==> src/rtl/sspm_pkg.sv <==
// Package: constants and carrier types for the secure-element SPI master
package sspm_pkg;

    localparam int CLK_HZ = 25000000;
    // Minimum slave request pulse, in ns
    localparam int SLAVE_REQ_PULSE_NS = 1000;
    localparam int SLAVE_REQ_PULSE_CYC = (SLAVE_REQ_PULSE_NS * (CLK_HZ / 1000000) + 999) / 1000;

    // Register byte addresses
    localparam logic [3:0] ADDR_CTRL = 4'h0;
    localparam logic [3:0] ADDR_DIV = 4'h4;
    localparam logic [3:0] ADDR_TXD = 4'h8;
    localparam logic [3:0] ADDR_STAT = 4'hc;

    // Control register fields
    localparam int CTRL_FOUR_WIRE = 0;
    localparam int CTRL_SEL_HOLD = 1;
    localparam int CTRL_REQ_CLR = 2;
    // Status register fields
    localparam int STAT_BUSY = 0;
    localparam int STAT_REQ = 1;
    localparam int STAT_SENSE = 2;
    localparam int STAT_RXD_LSB = 8;

    localparam logic [7:0] DIV_RESET = 8'h04;
    localparam logic [7:0] DIV_MIN = 8'h01;
    localparam logic [31:0] UNMAPPED_DATA = 32'h0;

    typedef struct packed {
        logic sclk;
        logic mosi;
        logic sel_assert;
    } sspm_pins_out_t;

    typedef struct packed {
        logic miso;
        logic slave_select_n;
        logic request;
    } sspm_pins_in_t;

endpackage

==> src/rtl/sspm_master.sv <==
// SPI master for a secure element, with Avalon-MM control registers
// What this block does
// - Full-duplex: every byte sent on master-out also captures a byte from master-in.
// - One select line per slave; this master drives exactly one slave.
// - Select is asserted low, idle high.
// - Five-wire variant: slave request counts at the request line's rising edge.
// - Four-wire select is open drain: drive low or release only.
// - Shared select idles high by pull-up, low when either side asserts.
// - Internal select-assert output is active high and pulls the line low.
// - Internal select-sense reads high when idle, low when asserted.
// - Clock and data lines are shareable; only select is per slave.
// - Transfers use clock mode 0.
// - Serial clock is held low whenever no transfer runs.
// - Incoming data sampled on rising serial clock edges.
// - Slave requests are detected on edges, not levels.
module sspm_master (
    input wire logic core_clk,
    input wire logic nrst,
    input wire logic [3:0] avs_address,
    input wire logic avs_read,
    input wire logic avs_write,
    input wire logic [31:0] avs_writedata,
    output logic [31:0] avs_readdata,
    output logic avs_waitrequest,
    output logic spi_sclk,
    output logic spi_mosi,
    input wire logic spi_miso,
    input wire logic slave_select_n_in,
    output logic slave_select_n_out,
    output logic slave_select_n_oe,
    input wire logic slave_request,
    output logic master_select_assert_out
);
    import sspm_pkg::*;

    typedef enum logic [1:0] {
        ST_IDLE,
        ST_LOW,
        ST_HIGH,
        ST_LAST
    } sspm_phase_t;

    typedef struct packed {
        sspm_phase_t phase;
        logic four_wire;
        logic sel_hold;
        logic [7:0] div;
        logic [7:0] div_cnt;
        logic [7:0] tx_shift;
        logic [7:0] rx_shift;
        logic [7:0] rx_data;
        logic [2:0] bit_cnt;
        logic req_flag;
        logic sense_prev;
        logic request_prev;
        logic sel_assert;
        logic sclk;
        logic mosi;
        logic ack;
        logic [31:0] rdata;
    } sspm_state_t;

    sspm_state_t s_reg;
    sspm_state_t s_next;
    sspm_pins_in_t pins_sync;
    logic master_select_sense_in;
    logic tick;
    logic busy;
    logic sense_fall;
    logic request_rise;

    sspm_sync #(
        .WIDTH(3)
    ) u_sync (
        .core_clk(core_clk),
        .nrst(nrst),
        .async_in({spi_miso, slave_select_n_in, slave_request}),
        .sync_out(pins_sync)
    );

    // Sense is high while the line is idle, low while asserted
    assign master_select_sense_in = pins_sync.slave_select_n;
    assign busy = (s_reg.phase != ST_IDLE);
    assign tick = (s_reg.div_cnt == 8'h00);
    // Edge detection keeps a held request from firing again
    assign request_rise = pins_sync.request && !s_reg.request_prev;
    // In four-wire mode, a falling sense that we did not cause is a slave request
    assign sense_fall = s_reg.four_wire && s_reg.sense_prev
        && !master_select_sense_in && !s_reg.sel_assert;

    function automatic logic [31:0] read_word(input logic [3:0] addr, input sspm_state_t st,
                                              input logic bsy, input logic sense);
        logic [31:0] w;
        w = UNMAPPED_DATA;
        case (addr)
            ADDR_CTRL: begin
                w[CTRL_FOUR_WIRE] = st.four_wire;
                w[CTRL_SEL_HOLD] = st.sel_hold;
            end
            ADDR_DIV: w[7:0] = st.div;
            ADDR_TXD: w[7:0] = st.tx_shift;
            ADDR_STAT: begin
                w[STAT_BUSY] = bsy;
                w[STAT_REQ] = st.req_flag;
                w[STAT_SENSE] = sense;
                w[STAT_RXD_LSB +: 8] = st.rx_data;
            end
            default: w = UNMAPPED_DATA;
        endcase
        return w;
    endfunction

    always_comb begin
        s_next = s_reg;
        s_next.ack = 1'b0;
        s_next.sense_prev = master_select_sense_in;
        s_next.request_prev = pins_sync.request;
        s_next.div_cnt = tick ? s_reg.div : s_reg.div_cnt - 8'h01;

        // Bus access: one wait cycle, answered on the second edge
        if ((avs_read || avs_write) && !s_reg.ack) begin
            s_next.ack = 1'b1;
            s_next.rdata = read_word(avs_address, s_reg, busy, master_select_sense_in);
            if (avs_write) begin
                case (avs_address)
                    ADDR_CTRL: begin
                        s_next.four_wire = avs_writedata[CTRL_FOUR_WIRE];
                        s_next.sel_hold = avs_writedata[CTRL_SEL_HOLD];
                    end
                    // Software loads the slave's reported maximum here
                    ADDR_DIV: s_next.div = (avs_writedata[7:0] < DIV_MIN) ? DIV_MIN
                        : avs_writedata[7:0];
                    ADDR_TXD: begin
                        if (!busy) begin
                            s_next.tx_shift = avs_writedata[7:0];
                            s_next.mosi = avs_writedata[7];
                            s_next.bit_cnt = 3'h7;
                            s_next.phase = ST_LOW;
                            s_next.div_cnt = s_reg.div;
                            s_next.sel_assert = 1'b1;
                        end
                    end
                    default: s_next.rdata = UNMAPPED_DATA;
                endcase
            end
        end

        case (s_reg.phase)
            ST_IDLE: begin
                s_next.sclk = 1'b0;
                // Keep a select that a new byte has just raised or the hold bit holds; release it otherwise
                if (s_next.phase == ST_IDLE && !s_next.sel_hold) begin
                    s_next.sel_assert = 1'b0;
                end
            end
            ST_LOW: begin
                if (tick) begin
                    s_next.sclk = 1'b1;
                    // Sample master-in on the rising edge
                    s_next.rx_shift = {s_reg.rx_shift[6:0], pins_sync.miso};
                    s_next.phase = ST_HIGH;
                end
            end
            ST_HIGH: begin
                if (tick) begin
                    s_next.sclk = 1'b0;
                    if (s_reg.bit_cnt == 3'h0) begin
                        s_next.phase = ST_LAST;
                        s_next.rx_data = s_reg.rx_shift;
                    end else begin
                        // New bit after the falling edge, MSB first
                        s_next.tx_shift = {s_reg.tx_shift[6:0], 1'b0};
                        s_next.mosi = s_reg.tx_shift[6];
                        s_next.bit_cnt = s_reg.bit_cnt - 3'h1;
                        s_next.phase = ST_LOW;
                    end
                end
            end
            ST_LAST: begin
                // Half a clock of select hold after the last falling edge
                if (tick) begin
                    s_next.phase = ST_IDLE;
                    s_next.sel_assert = s_reg.sel_hold;
                end
            end
            default: s_next.phase = ST_IDLE;
        endcase

        // Set wins over a clear in the same cycle
        if (avs_write && !s_reg.ack && avs_address == ADDR_CTRL
                && avs_writedata[CTRL_REQ_CLR]) begin
            s_next.req_flag = 1'b0;
        end
        if (request_rise || sense_fall) begin
            s_next.req_flag = 1'b1;
        end
    end

    always_ff @(posedge core_clk or negedge nrst) begin
        if (!nrst) begin
            s_reg <= '0;
            s_reg.div <= DIV_RESET;
            s_reg.sense_prev <= 1'b1;
        end else begin
            s_reg <= s_next;
        end
    end

    assign avs_waitrequest = (avs_read || avs_write) && !s_reg.ack;
    assign avs_readdata = s_reg.rdata;
    // Clock and data carry nothing per slave, so they may fan out to a shared bus
    assign spi_sclk = s_reg.sclk;
    assign spi_mosi = s_reg.mosi;
    // Active-high assert output
    assign master_select_assert_out = s_reg.sel_assert;
    // Open drain: only ever drive low, release otherwise
    assign slave_select_n_out = 1'b0;
    // A single select output: this master addresses exactly one slave
    assign slave_select_n_oe = s_reg.sel_assert;

    property p_sclk_idle_low;
        @(posedge core_clk) disable iff (!nrst)
        (s_reg.phase == ST_IDLE) |-> !spi_sclk;
    endproperty
    a_sclk_idle_low: assert property (p_sclk_idle_low)
        else $error("Serial clock high while idle");

    property p_mosi_stable_high;
        @(posedge core_clk) disable iff (!nrst)
        (spi_sclk && $past(spi_sclk)) |-> $stable(spi_mosi);
    endproperty
    a_mosi_stable_high: assert property (p_mosi_stable_high)
        else $error("Master-out changed while clock high");

    property p_mosi_on_fall;
        @(posedge core_clk) disable iff (!nrst)
        ($changed(spi_mosi) && busy && $past(busy)) |-> $fell(spi_sclk);
    endproperty
    a_mosi_on_fall: assert property (p_mosi_on_fall)
        else $error("Master-out changed away from a falling edge");

    property p_sel_during_clock;
        @(posedge core_clk) disable iff (!nrst)
        spi_sclk |-> (slave_select_n_oe && master_select_assert_out);
    endproperty
    a_sel_during_clock: assert property (p_sel_during_clock)
        else $error("Clock ran without select asserted");

    property p_od_low_only;
        @(posedge core_clk) disable iff (!nrst)
        slave_select_n_oe |-> !slave_select_n_out;
    endproperty
    a_od_low_only: assert property (p_od_low_only)
        else $error("Select driven high");

    property p_req_edge;
        @(posedge core_clk) disable iff (!nrst)
        (pins_sync.request && !s_reg.request_prev) |=> s_reg.req_flag;
    endproperty
    a_req_edge: assert property (p_req_edge)
        else $error("Request edge not latched");

    property p_sense_req;
        @(posedge core_clk) disable iff (!nrst)
        (s_reg.four_wire && s_reg.sense_prev && !master_select_sense_in
            && !s_reg.sel_assert) |=> s_reg.req_flag;
    endproperty
    a_sense_req: assert property (p_sense_req)
        else $error("Select pulled by slave not latched");

    property p_msb_first;
        @(posedge core_clk) disable iff (!nrst)
        ($past(s_reg.phase) == ST_IDLE && s_reg.phase == ST_LOW) |-> spi_mosi == s_reg.tx_shift[7];
    endproperty
    a_msb_first: assert property (p_msb_first)
        else $error("First bit is not the MSB");

    property p_wait_one;
        @(posedge core_clk) disable iff (!nrst)
        ((avs_read || avs_write) && !s_reg.ack) |=> !avs_waitrequest;
    endproperty
    a_wait_one: assert property (p_wait_one)
        else $error("Bus answer later than one wait cycle");

    // Select may only drop once the byte and its tail are over
    property p_sel_drop_idle;
        @(posedge core_clk) disable iff (!nrst)
        $fell(master_select_assert_out) |-> (s_reg.phase == ST_IDLE);
    endproperty
    a_sel_drop_idle: assert property (p_sel_drop_idle)
        else $error("Select released in mid-byte");

    // A clear with no new edge must leave the flag low, even if the line stays active
    property p_req_clear;
        @(posedge core_clk) disable iff (!nrst)
        (avs_write && !s_reg.ack && avs_address == ADDR_CTRL && avs_writedata[CTRL_REQ_CLR]
            && !request_rise && !sense_fall) |=> !s_reg.req_flag;
    endproperty
    a_req_clear: assert property (p_req_clear)
        else $error("Request flag survived a clear");
endmodule

==> src/rtl/sspm_sync.sv <==
// Two flip-flop synchroniser for a bundle of pin levels
module sspm_sync #(
    parameter int WIDTH = 3
) (
    input wire logic core_clk,
    input wire logic nrst,
    input wire logic [WIDTH-1:0] async_in,
    output logic [WIDTH-1:0] sync_out
);
    typedef struct packed {
        logic [WIDTH-1:0] meta;
        logic [WIDTH-1:0] stable;
    } sspm_sync_state_t;

    sspm_sync_state_t state_reg;
    sspm_sync_state_t state_next;

    always_comb begin
        state_next.meta = async_in;
        state_next.stable = state_reg.meta;
    end

    always_ff @(posedge core_clk or negedge nrst) begin
        if (!nrst) begin
            state_reg <= '0;
        end else begin
            state_reg <= state_next;
        end
    end

    assign sync_out = state_reg.stable;
endmodule

==> config.mk <==
export PLATFORM = sky130hd
export DESIGN_NAME = sspm_master
export DESIGN_NICKNAME = d
export VERILOG_FILES = /design/src/rtl/sspm_pkg.sv /design/src/rtl/sspm_master.sv /design/src/rtl/sspm_sync.sv
export SDC_FILE = /design/constraint.sdc
export NUM_CORES = 1
export LEC_CHECK = 0
export ABC_AREA = 1
export BUFFER_PORTS_ARGS = -buffer_cell sky130_fd_sc_hd__clkbuf_2
export CORE_MARGIN = 3
export CORE_UTILIZATION = 49
export DETAILED_ROUTE_END_ITERATION = 12
export PLACE_DENSITY = 0.76
export SETUP_SLACK_MARGIN = 0.1
export SYNTH_ARGS = -nofsm -noshare
export SYNTH_HDL_FRONTEND = slang
export SYNTH_SLANG_ARGS = --single-unit
==> constraint.sdc <==
create_clock -name core_clk -period 1.7 [get_ports core_clk]
set_clock_uncertainty 0.15 [all_clocks]
set_input_delay 0.085 -clock core_clk [delete_from_list [all_inputs] [get_ports core_clk]]
set_output_delay 0.085 -clock core_clk [all_outputs]
set_load 0.02 [all_outputs]
[After elaboration in Yosys (flattened, before gate mapping)]
Cells that the tools add are included.
Operators by class
  add/subtract/negate cells: 2
  $lt $le $gt $ge: 1
  equal/unequal tests: 8
  mux-type cells: 49
  reduce and logical (&&, ||, !) cells: 30
Operators by type and width (count)
  2-to-1 mux 16 bit: 4
  2-to-1 mux 28 bit: 2
  2-to-1 mux 8 bit: 7
  2-to-1 mux 34 bit: 1
  2-to-1 mux 3 bit: 7
  2-to-1 mux 2 bit: 8
  2-to-1 mux 1 bit: 14
  AND reduction 3 bit: 4
  case mux 5 bit (2 select lines): 1
  logical AND 1 bit: 9
  == test 4 bit, second input constant: 2
  logical NOT 8 bit: 1
  less-than comparator 8 x 1 -> 1 bit, second input constant: 1
  case mux 2 bit (4 select lines): 1
  subtractor 8 x 1 -> 8 bit, second input constant: 1
  case mux 1 bit (3 select lines): 2
  case mux 2 bit (3 select lines): 1
  logical NOT 1 bit: 5
  == test 2 bit, second input constant: 2
  == test 4 x 3 -> 1 bit, second input constant: 1
  logical NOT 2 bit: 2
  logical NOT 4 bit: 1
  != test 2 bit, second input constant: 2
  nonzero test 2 bit: 2
  other kinds (8): 9
Word-level totals
  flip-flop bits (word level): 92

[Logic depth before layout (Yosys ltp)]
Gate-level depths: netlist (run 1).
  word-level depth: 10
  mapped depth: 11
  depth with buffers taken out: 10

[Hierarchy]
From an unflattened synthesis (run 1), not the netlist that was laid out.
Second synthesis, totals
  cells, all modules: 433
  area total of the unflattened synthesis: 3804.9 um^2
By module, submodules not included
  sspm_master: instances 1, cells each 427, area each 3654.8 um^2, sequential area each 1754.2 um^2
  sspm_sync: instances 1, cells each 6, area each 150.1 um^2, sequential area each 150.1 um^2

[Least setup slack after synthesis (run 1)]
OpenSTA, ideal clock, no wires.
  path kind: flip-flop to flip-flop
  from: register s_reg[84] (netlist name)
  to: register s_reg[40] (netlist name)
  data arrival time: 1.415 ns
  required time: 1.430 ns
  path slack: 0.016 ns
  cell stages (with the launch flop): 8
  clock period less this slack: 1.684 ns
  cells stage by stage: dfrtp_1 inv_1 ha_1 inv_1 nor3_4 nand2_1 o21ai_0 inv_1
RTL lines
  start, declared: line sspm_master.sv:63  | sspm_state_t s_reg;
  start signal, assigned: line sspm_master.sv:205  | s_reg <= s_next;

[Worst setup path in the final report (run 1)]
  from: register s_reg[66] (netlist name)
  to: register s_reg[55] (netlist name)
Between the ends
  longest elaborated chain between the ends: 2
RTL lines
  logical NOT 8 bit: line sspm_master.sv:84  | assign tick = (s_reg.div_cnt == 8'h00);
  AND reduction 2 bit (no line)
No other way between the ends.
A chain may end at the register's enable or synchronous reset.

==> qor.yml, run 1 <==
hold_depth: 4
use_met1_pct: 27.8
crit_cells: 8
globalplace.congestion: 0.863
fillers: 589
slew_viol_final: 0
wl_per_cell_um: 14.2
fin_ws_ps: 56.2
final_nets: 558
setup_violations: 0
combPwrFrac_pct: 9.7
syn-cell-area_um2: 3830
grt_busiest_layer: "met2"
clock_latency_ps: 350
synth_commonest_cells: "nand2_1, dfrtp_1, inv_1"
path_class: "reg -> reg"
grt-ovfl-total: 0
placed_cell_area_um2: 4090
core_area_um2: 7410
met2_usage_pct: 30.9
vias: 3124
fmax_ghz: 0.608
final_layout_size_suffix_gt1_share_pct: 30.9
cap_viol_max_count: 0
vias_per_cell: 5.12
cts_tree: "done"
antenna_found_initial: 0
h-tree-depth: 3
power_frac_clock_pct: 37.2
critPathTopFamily: "buffers and inverters"
rows: 31
cp_cell_sequence: "inv_2 > ha_4 > nand4_4 > buf_6 > nor2_4 > buf_12 > nand2_2 > o21ai_1"
syn2layout_area_growth_pct: 23.5
drc: 0
synth_top_area_cell: "dfrtp_1"
multi_input_area_um2: 1650
layout.area.seq_um2: 1900
switching_power_w: 0.000954
clock-sinks: 76
synth_most_common_cell: "nand2_1"
drt_first_pass_iters: 5
cts-root-buf: "clkbuf_8"
cts_made_buffers: 9
synthArstFlopShare_pct: 100
io_pins: 81
p_seq_share_pct: 53.0
peakVddDrop_v: 0.000460
status: "finished, final reports clean"
avgSynthCellArea_um2: 8.80
p_int_w: 0.00272
wl_um: 8670
synth_enable_flop_cells: 0
end_kind: "flop"
track_usage_pct: 20.2
synth-seq-cells: 76
antenna_cells: 0
yosysUniqueCellTypes: 39
ys_seq_area_share_pct: 49.7
synthCells: 435
power_density_nw_per_um2: 777
max_stage_delay_ps: 400
preCtsSetupSlack_ps: -8.74
swShare_pct: 25.9
startpoint_type: "flop"
worst-r2r-cell-count: 8
yosys_warnings: 0
yosys-top-cells-area: "dfrtp_1, nand2_1, buf_4"
fin_crit_ps: 1640
final_cell_area_um2: 4730
die-height_um: 94.4
grt_pass1_vias: 2910
grt_max_degree: 38
hold_viol: 0
portBuffers: 39
synth_ff_type: "dfrtp_1"
worstPathRequired_ps: 1820
drtAntennaViolNets: 0
start_util_pct: 51.7
critPathBufInv: 3
cp_slowest_cell: "dfrtp_1"
dp_hpwl_um: 5750
synth_top_area_share_pct: 48.4
largest_reg_flops: 51
p_leak_nw: 2.35
die_area_um2: 8910
hold_path.class: "in -> reg"
clk_pin_slew_ps: 80
cts_buffer_depth: 2
rsz0062_at_grt: "yes"
die_w_um: 94.4
met3_usage_pct: 5.66
cp.arrival_ps: 1760
cp_max_fo: 16
period_share_pct: 96.7
drtIter0Drc: 305
grt_pass1_wl_um: 13900
power by group through the flow:
stage	clock network [W]	registers [W]	logic (W)
after floorplan	0	0.00196	0.000230
after global placement	0	0.00198	0.000305
after detailed placement	0	0.00198	0.000310
after CTS	0.00141	0.00195	0.000345
after global routing	0.00150	0.00196	0.000404
final	0.00137	0.00195	0.000358
per-stage QoR:
step	util (%)	setup TNS [ps]	instances	total power [W]	hold slack, ps
after floorplan	-	0	451	0.00219	-361
after global placement	55.1	0	567	0.00228	-112
after detailed placement	55.1	-8.74	567	0.00229	-108
after CTS	60.9	0	604	0.00370	18.6
after global routing	63.8	-11.3	610	0.00387	48.4
final	63.8	0	610	0.00368	35.8
placed cells by master (no fill, tap or decap), drive strengths merged, types with 2 or more instances in the layout:
| master | Yosys | final |
|---|---|---|
| ha | 9 | 9 |
| dlygate4sd3 | 0 | 15 |
| nand2 | 116 | 116 |
| a21oi | 12 | 12 |
| o22ai | 3 | 3 |
| xnor2 | 4 | 4 |
| conb | 1 | 17 |
| buf | 41 | 31 |
| inv | 55 | 55 |
| dfrtp | 74 | 74 |
| a32oi | 2 | 2 |
| nor3 | 2 | 2 |
| o21ai | 59 | 59 |
| nand3 | 19 | 21 |
| dfstp | 2 | 2 |
| nor2 | 24 | 24 |
| clkbuf | 1 | 48 |
| clkinv | 1 | 4 |
| clkinvlp | 0 | 2 |
| nand4 | 3 | 3 |
metal layers:
layer	wire length (µm)	part of all wire (%)
met3	526	6.1
met1	3680	42
met5	0	0
met2	4290	49
met4	175	2.0
worst min-delay path, delay by kind of cell:
| family | cells | cell delay, ps |
|---|---|---|
| buffers and inverters | 1 | 170 |
| AOI/OAI and AO/OA | 1 | 120 |
| and+or+nand+nor | 2 | 110 |
cell type report:
| class | instances | share of cell area, % |
|---|---|---|
| Clock buffer | 10 | 2.91 |
| Clock inverter | 6 | 1.35 |
| Inverter | 56 | 4.55 |
| Multi-Input combinational cell | 279 | 35.0 |
| Sequential cell | 76 | 40.3 |
| Tap cell | 99 | 2.62 |
| Timing Repair Buffer | 84 | 13.3 |
worst paths after layout:
kind / start / endpoint / slack, ps
hold / removal: avs_write / avs_readdata[8] / 40
max in group asynchronous: nrst / u_sync.state_next[2] / 830
min in group asynchronous: nrst / s_reg[72] / 50
setup / recovery: s_reg[66] / s_reg[55] / 60
hold reg to reg: u_sync.state_next[1] / u_sync.sync_out[1] / 200
setup reg to reg: s_reg[66] / s_reg[55] / 60
logic make-up (layout without fill, tap and decap cells):
logic type / after synthesis / count (layout) / share of synthesized area, %
flip-flops: 76 / 76 / 49.7
XOR/XNOR: 5 / 5 / 1.14
buffers and inverters: 98 / 156 / 13.8
other: 1 / 17 / 0.0979
AND/OR/NAND/NOR: 166 / 168 / 19.8
adder cells (fa/ha/maj): 9 / 9 / 2.94
AO/OA/AOI/OAI: 80 / 80 / 12.5
repair_timing:
item	in CTS	in global routing
buffers inserted	5	5
cloned	1	1
hold buffers	15	0
pin swaps	4	12
gates resized for setup	10	56
endpoints found under the setup margin	35	37
hold endpoints to repair	104	0
(Power assumes the default switching activity.)
==> inputs of run 2 (changes only) <==
==> constraint.sdc (replaced) <==
create_clock -name core_clk -period 1.48 [get_ports core_clk]
set_clock_uncertainty 0.15 [all_clocks]
set_input_delay 0.074 -clock core_clk [delete_from_list [all_inputs] [get_ports core_clk]]
set_output_delay 0.074 -clock core_clk [all_outputs]
set_load 0.02 [all_outputs]
==> qor.yml, run 2 (same netlist as run 1, synthesis figures left out) <==
worstPathRequired_ps: 1610  # -210 ps
rows: 31  # unchanged
max_stage_delay_ps: 430  # +30 ps
critPathBufInv: 2  # -1
setup_violations: 40  # +40
die_w_um: 94.4  # unchanged
period_share_pct: 112  # +15 points
cts_hold_buf: 13  # -2
antenna_found_initial: 0  # unchanged
drtIter0Drc: 304  # -0.33%
final_layout_size_suffix_gt1_share_pct: 35.0  # +4.1 points
ff2ff_setup_slack_ps: -180  # -230 ps
hp-start: "avs_read"
grt_pass1_vias: 3041  # +4.5%
drt_first_pass_iters: 5  # unchanged
cp.arrival_ps: 1790  # +30 ps
grt-ovfl-total: 0  # unchanged
cp_max_fo: 6  # -10
multi_input_area_um2: 1710  # +3.3%
power_density_nw_per_um2: 856  # +10%
cts_buffer_depth: 2  # unchanged
hold_depth: 4  # unchanged
portBuffers: 39  # unchanged
cap_viol_max_count: 0  # unchanged
placed_cell_area_um2: 4250  # +4.0%
cts-root-buf: "clkbuf_8"
cts_made_buffers: 9  # unchanged
hold_path.class: "in -> reg"
r2r-start: "s_reg[85]"
mostFrequentLayoutCell: "nand2_1"
wl_um: 9560  # +10%
violations: "hold timing, setup timing"
peakVddDrop_v: 0.000476  # +3.4%
rsz0062_at_grt: "yes"
vias_per_cell: 5.15  # +0.54%
dp_hpwl_um: 5930  # +3.1%
worst-r2r-cell-count: 7  # -1
slew_viol_final: 0  # unchanged
die-height_um: 94.4  # unchanged
clock_latency_ps: 360  # about the same
globalplace.congestion: 0.829  # -4.0%
clk_pin_slew_ps: 80  # about the same
finalPower_w: 0.00432  # +17%
h-tree-depth: 3  # unchanged
cp_slowest_cell: "dfrtp_2"
final_core_util_pct: 68.0  # +4.2 points
largest_reg_flops: 51  # unchanged
core_area_um2: 7410  # unchanged
final_nets: 578  # +3.6%
cp_cell_sequence: "inv_2 > ha_4 > nand3_4 > bufbuf_16 > nand2_1 > o21ai_1 > o21ai_1"
layout_common_cells: "nand2_1, dfrtp_1, inv_1"
end_kind: "flop"
fmax_ghz: 0.603  # -0.88%
drc: 0  # unchanged
wl_per_cell_um: 15.2  # +6.7%
critPathTopFamily: "flip-flops"
syn2layout_area_growth_pct: 31.6
io_pins: 81  # unchanged
clock-sinks: 76  # unchanged
startpoint_type: "flop"
rr_endpoint: "s_reg[59]"
grt_max_degree: 32  # -16%
die_area_um2: 8910  # unchanged
drtAntennaViolNets: 0  # unchanged
grt_pass1_wl_um: 14500  # +4.0%
track_usage_pct: 21.1  # +0.90 points
cts_tree: "done"
status: "complete, but fails checks"
worstHoldEndpoint: "avs_readdata[6]"
path_class: "reg -> reg"
fin_crit_ps: 1660  # +14.5 ps
vias: 3244  # +3.8%
layout.area.seq_um2: 1910  # about the same
preCtsSetupSlack_ps: -124  # -115 ps
hold-worst-slack_ps: -94.5  # -130 ps
start_util_pct: 51.7  # unchanged
fillers: 533  # -9.5%
antenna_cells: 0  # unchanged
hold_viol: 2  # +2
cp_common_cell: "o21ai_1"
p_leak_nw: 2.47  # +5.3%
fin_ws_ps: -178  # -235 ps
final_cell_area_um2: 5040  # +6.6%
run 2: per-stage QoR:
step | TNS (ps) | instances
floorplan | -191 | 451
global placement | -931 | 580
detailed placement | -2580 | 580
CTS | -1970 | 618
global route | -5790 | 630
finish | -2930 | 630
run 2: layout make-up:
cell class | instances | area share, %
Clock buffer | 12 | 3.08
Clock inverter | 4 | 0.943
Inverter | 56 | 4.62
Multi-Input combinational cell | 279 | 33.9
Sequential cell | 76 | 37.8
Tap cell | 99 | 2.46
Timing Repair Buffer | 104 | 17.2
run 2: worst max-delay path by stage:
stage / startpoint / end / slack, ps / cells past startpoint
6_report: s_reg[85] / s_reg[59] / -180 / 7
5_1_grt: s_reg[84] / s_reg[60] / -250 / 7
4_1_cts: s_reg[66] / s_reg[42] / -80 / 6
3_5_place_dp: s_reg[73] / s_reg[42] / -120 / 6
3_3_place_gp: s_reg[71] / s_reg[52] / -60 / 6
2_1_floorplan: s_reg[69] / s_reg[40] / -50 / 6
run 2: repair_timing:
item,in CTS,in global routing
endpoints found under the setup margin,44,52
hold endpoints to repair,105,2
buffers inserted,7,10
gates resized for setup,33,53
cloned,3,2
pin swaps,6,12
run 2: where the power goes:
part,switching [W],internal [W]
logic,0.000281,0.000159
clock network,0.000770,0.000866
registers,0.0000673,0.00217
run 2: layer usage:
layer  routed length [µm]  global-route usage, %  part of all wire [%]
met4                  250                   9.39                   2.6
met2                 4710                   33.2                    49
met3                  596                   4.38                   6.2
met1                 4000                   28.3                    42
met5                    0                      0                     0
run 2: tightest hold or removal path: stages:
cell	delay, ps
clkbuf_2	110
o21bai_4	80
nand2_1	60
nand2_1	40
==> inputs of run 3 (changes only) <==
--- a/config.mk
+++ b/config.mk
@@ -8,9 +8,9 @@
 export ABC_AREA = 1
 export BUFFER_PORTS_ARGS = -buffer_cell sky130_fd_sc_hd__clkbuf_2
 export CORE_MARGIN = 3
-export CORE_UTILIZATION = 49
+export CORE_UTILIZATION = 40
 export DETAILED_ROUTE_END_ITERATION = 12
-export PLACE_DENSITY = 0.76
+export PLACE_DENSITY = 0.64
 export SETUP_SLACK_MARGIN = 0.1
 export SYNTH_ARGS = -nofsm -noshare
 export SYNTH_HDL_FRONTEND = slang
==> qor.yml, run 3 (same netlist as run 1, synthesis figures left out) <==
status: "complete, but fails checks"
violations: "hold timing, setup timing"
rows: 35  # +13%
track_usage_pct: 17.0  # -4.1 points
grt-ovfl-total: 0  # unchanged
final_nets: 582  # +0.69%
worstPathRequired_ps: 1580  # -30 ps
vias: 3131  # -3.5%
antenna_found_initial: 0  # unchanged
cp_max_fo: 7  # +1
drc: 0  # unchanged
fmax_ghz: 0.626  # +3.7%
drtIter0Drc: 167  # -45%
setup_violations: 38  # -5.0%
cap_viol_max_count: 0  # unchanged
period_share_pct: 108  # -4.0 points
cts_tree: "done"
die_w_um: 104  # +10%
core_area_um2: 9280  # +25%
power_density_nw_per_um2: 854  # -0.21%
fin_crit_ps: 1600  # -59.8 ps
fillers: 804  # +51%
clock_latency_ps: 360  # about the same
grt_pass1_wl_um: 14800  # +2.3%
wl_um: 9040  # -5.4%
clock-sinks: 76  # unchanged
dp_hpwl_um: 6090  # +2.7%
antenna_cells: 0  # unchanged
mostFrequentLayoutCell: "nand2_1"
layout_common_cells: "nand2_1, dfrtp_1, inv_1"
hold-worst-slack_ps: -45.6  # +48.8 ps
die_area_um2: 10800  # +21%
startpoint_type: "flop"
final_layout_size_suffix_gt1_share_pct: 37.2  # +2.2 points
end_kind: "flop"
globalplace.congestion: 0.881  # +6.3%
start_util_pct: 41.3  # -10 points
io_pins: 81  # unchanged
wl_per_cell_um: 13.6  # -10%
vias_per_cell: 4.72  # -8.4%
hold_depth: 4  # unchanged
syn2layout_area_growth_pct: 33.2
p_leak_nw: 2.45  # -0.74%
slew_viol_final: 0  # unchanged
path_class: "reg -> reg"
hold_viol: 14  # +12
grt_pass1_vias: 3006  # -1.2%
finalPower_w: 0.00436  # +1.0%
die-height_um: 104  # +10%
drt_first_pass_iters: 7  # +2
worst-r2r-cell-count: 7  # unchanged
peakVddDrop_v: 0.000375  # -21%
cp.arrival_ps: 1700  # -90 ps
rsz0062_at_grt: "yes"
drtAntennaViolNets: 0  # unchanged
h-tree-depth: 3  # unchanged
cts-root-buf: "clkbuf_8"
cts_made_buffers: 9  # unchanged
cts_buffer_depth: 2  # unchanged
grt_max_degree: 51  # +59%
hold_path.class: "in -> reg"
fin_ws_ps: -118  # +59.8 ps
portBuffers: 39  # unchanged
largest_reg_flops: 51  # unchanged
clk_pin_slew_ps: 90  # about the same
run 3: area by class of cell:
class	instances	area [µm²]	share of cell area, %
multi-input combinational	279	1720	33.6
tap	129	161	3.16
clock inverter	7	83.8	1.64
clock buffer	9	124	2.43
inverter	56	223	4.36
sequential	76	1910	37.3
timing repair buffer	108	890	17.4
run 3: routing by layer:
| layer | up-vias | GRT usage (%) | routed length, µm |
|---|---|---|---|
| li1 | 1533 | - | - |
| met1 | 1505 | 22.6 | 4080 |
| met2 | 72 | 27.3 | 4370 |
| met3 | 21 | 3.66 | 360 |
| met4 | 0 | 6.84 | 235 |
| met5 | - | 0 | 0 |
run 3: path summary, 6_finish.rpt:
path | from | end | slack (ps)
min | avs_read | avs_readdata[2] | -50
min in group asynchronous | nrst | avs_readdata[7] | -20
max reg2reg | s_reg[67] | s_reg[59] | -120
max in group asynchronous | nrst | s_reg[75] | 330
min reg2reg | u_sync.state_next[1] | u_sync.sync_out[1] | 200
max | s_reg[67] | s_reg[59] | -120
run 3: per-stage QoR:
| step | instances | setup WS, ps | instance area [µm²] | utilization (%) | setup TNS, ps |
|---|---|---|---|---|---|
| 3_5_place_dp | 615 | -128 | 4330 | 46.7 | -2850 |
| 5_1_grt | 664 | -192 | 5100 | 55.0 | -5040 |
| 6_report | 664 | -118 | 5100 | 55.0 | -2100 |
| 4_1_cts | 658 | -120 | 4920 | 53.0 | -2250 |
| 3_3_place_gp | 615 | -85.8 | 4330 | 46.7 | -1780 |
| 2_1_floorplan | 451 | -47.9 | 3970 | - | -191 |
run 3: power by group:
| group | switching (W) | internal, W |
|---|---|---|
| Clock | 0.000860 | 0.000805 |
| Combinational | 0.000287 | 0.000168 |
| Sequential | 0.0000686 | 0.00217 |
run 3: critical path: stages, from the launching register on:
cell     delay [ps]
dfrtp_1         400
inv_2            70
ha_4            150
nand4_4         140
buf_6           170
nor3_4          160
buf_6           160
o21ai_1          70
run 3: timing repair:
action                                  4_1_cts  5_1_grt
gates cloned                                  1        1
hold buffers                                 16        2
gates resized for setup                      50       53
pin swaps                                     9       11
endpoints found under the setup margin       44       60
setup buffers                                11        7
endpoints found under the hold margin       104        2
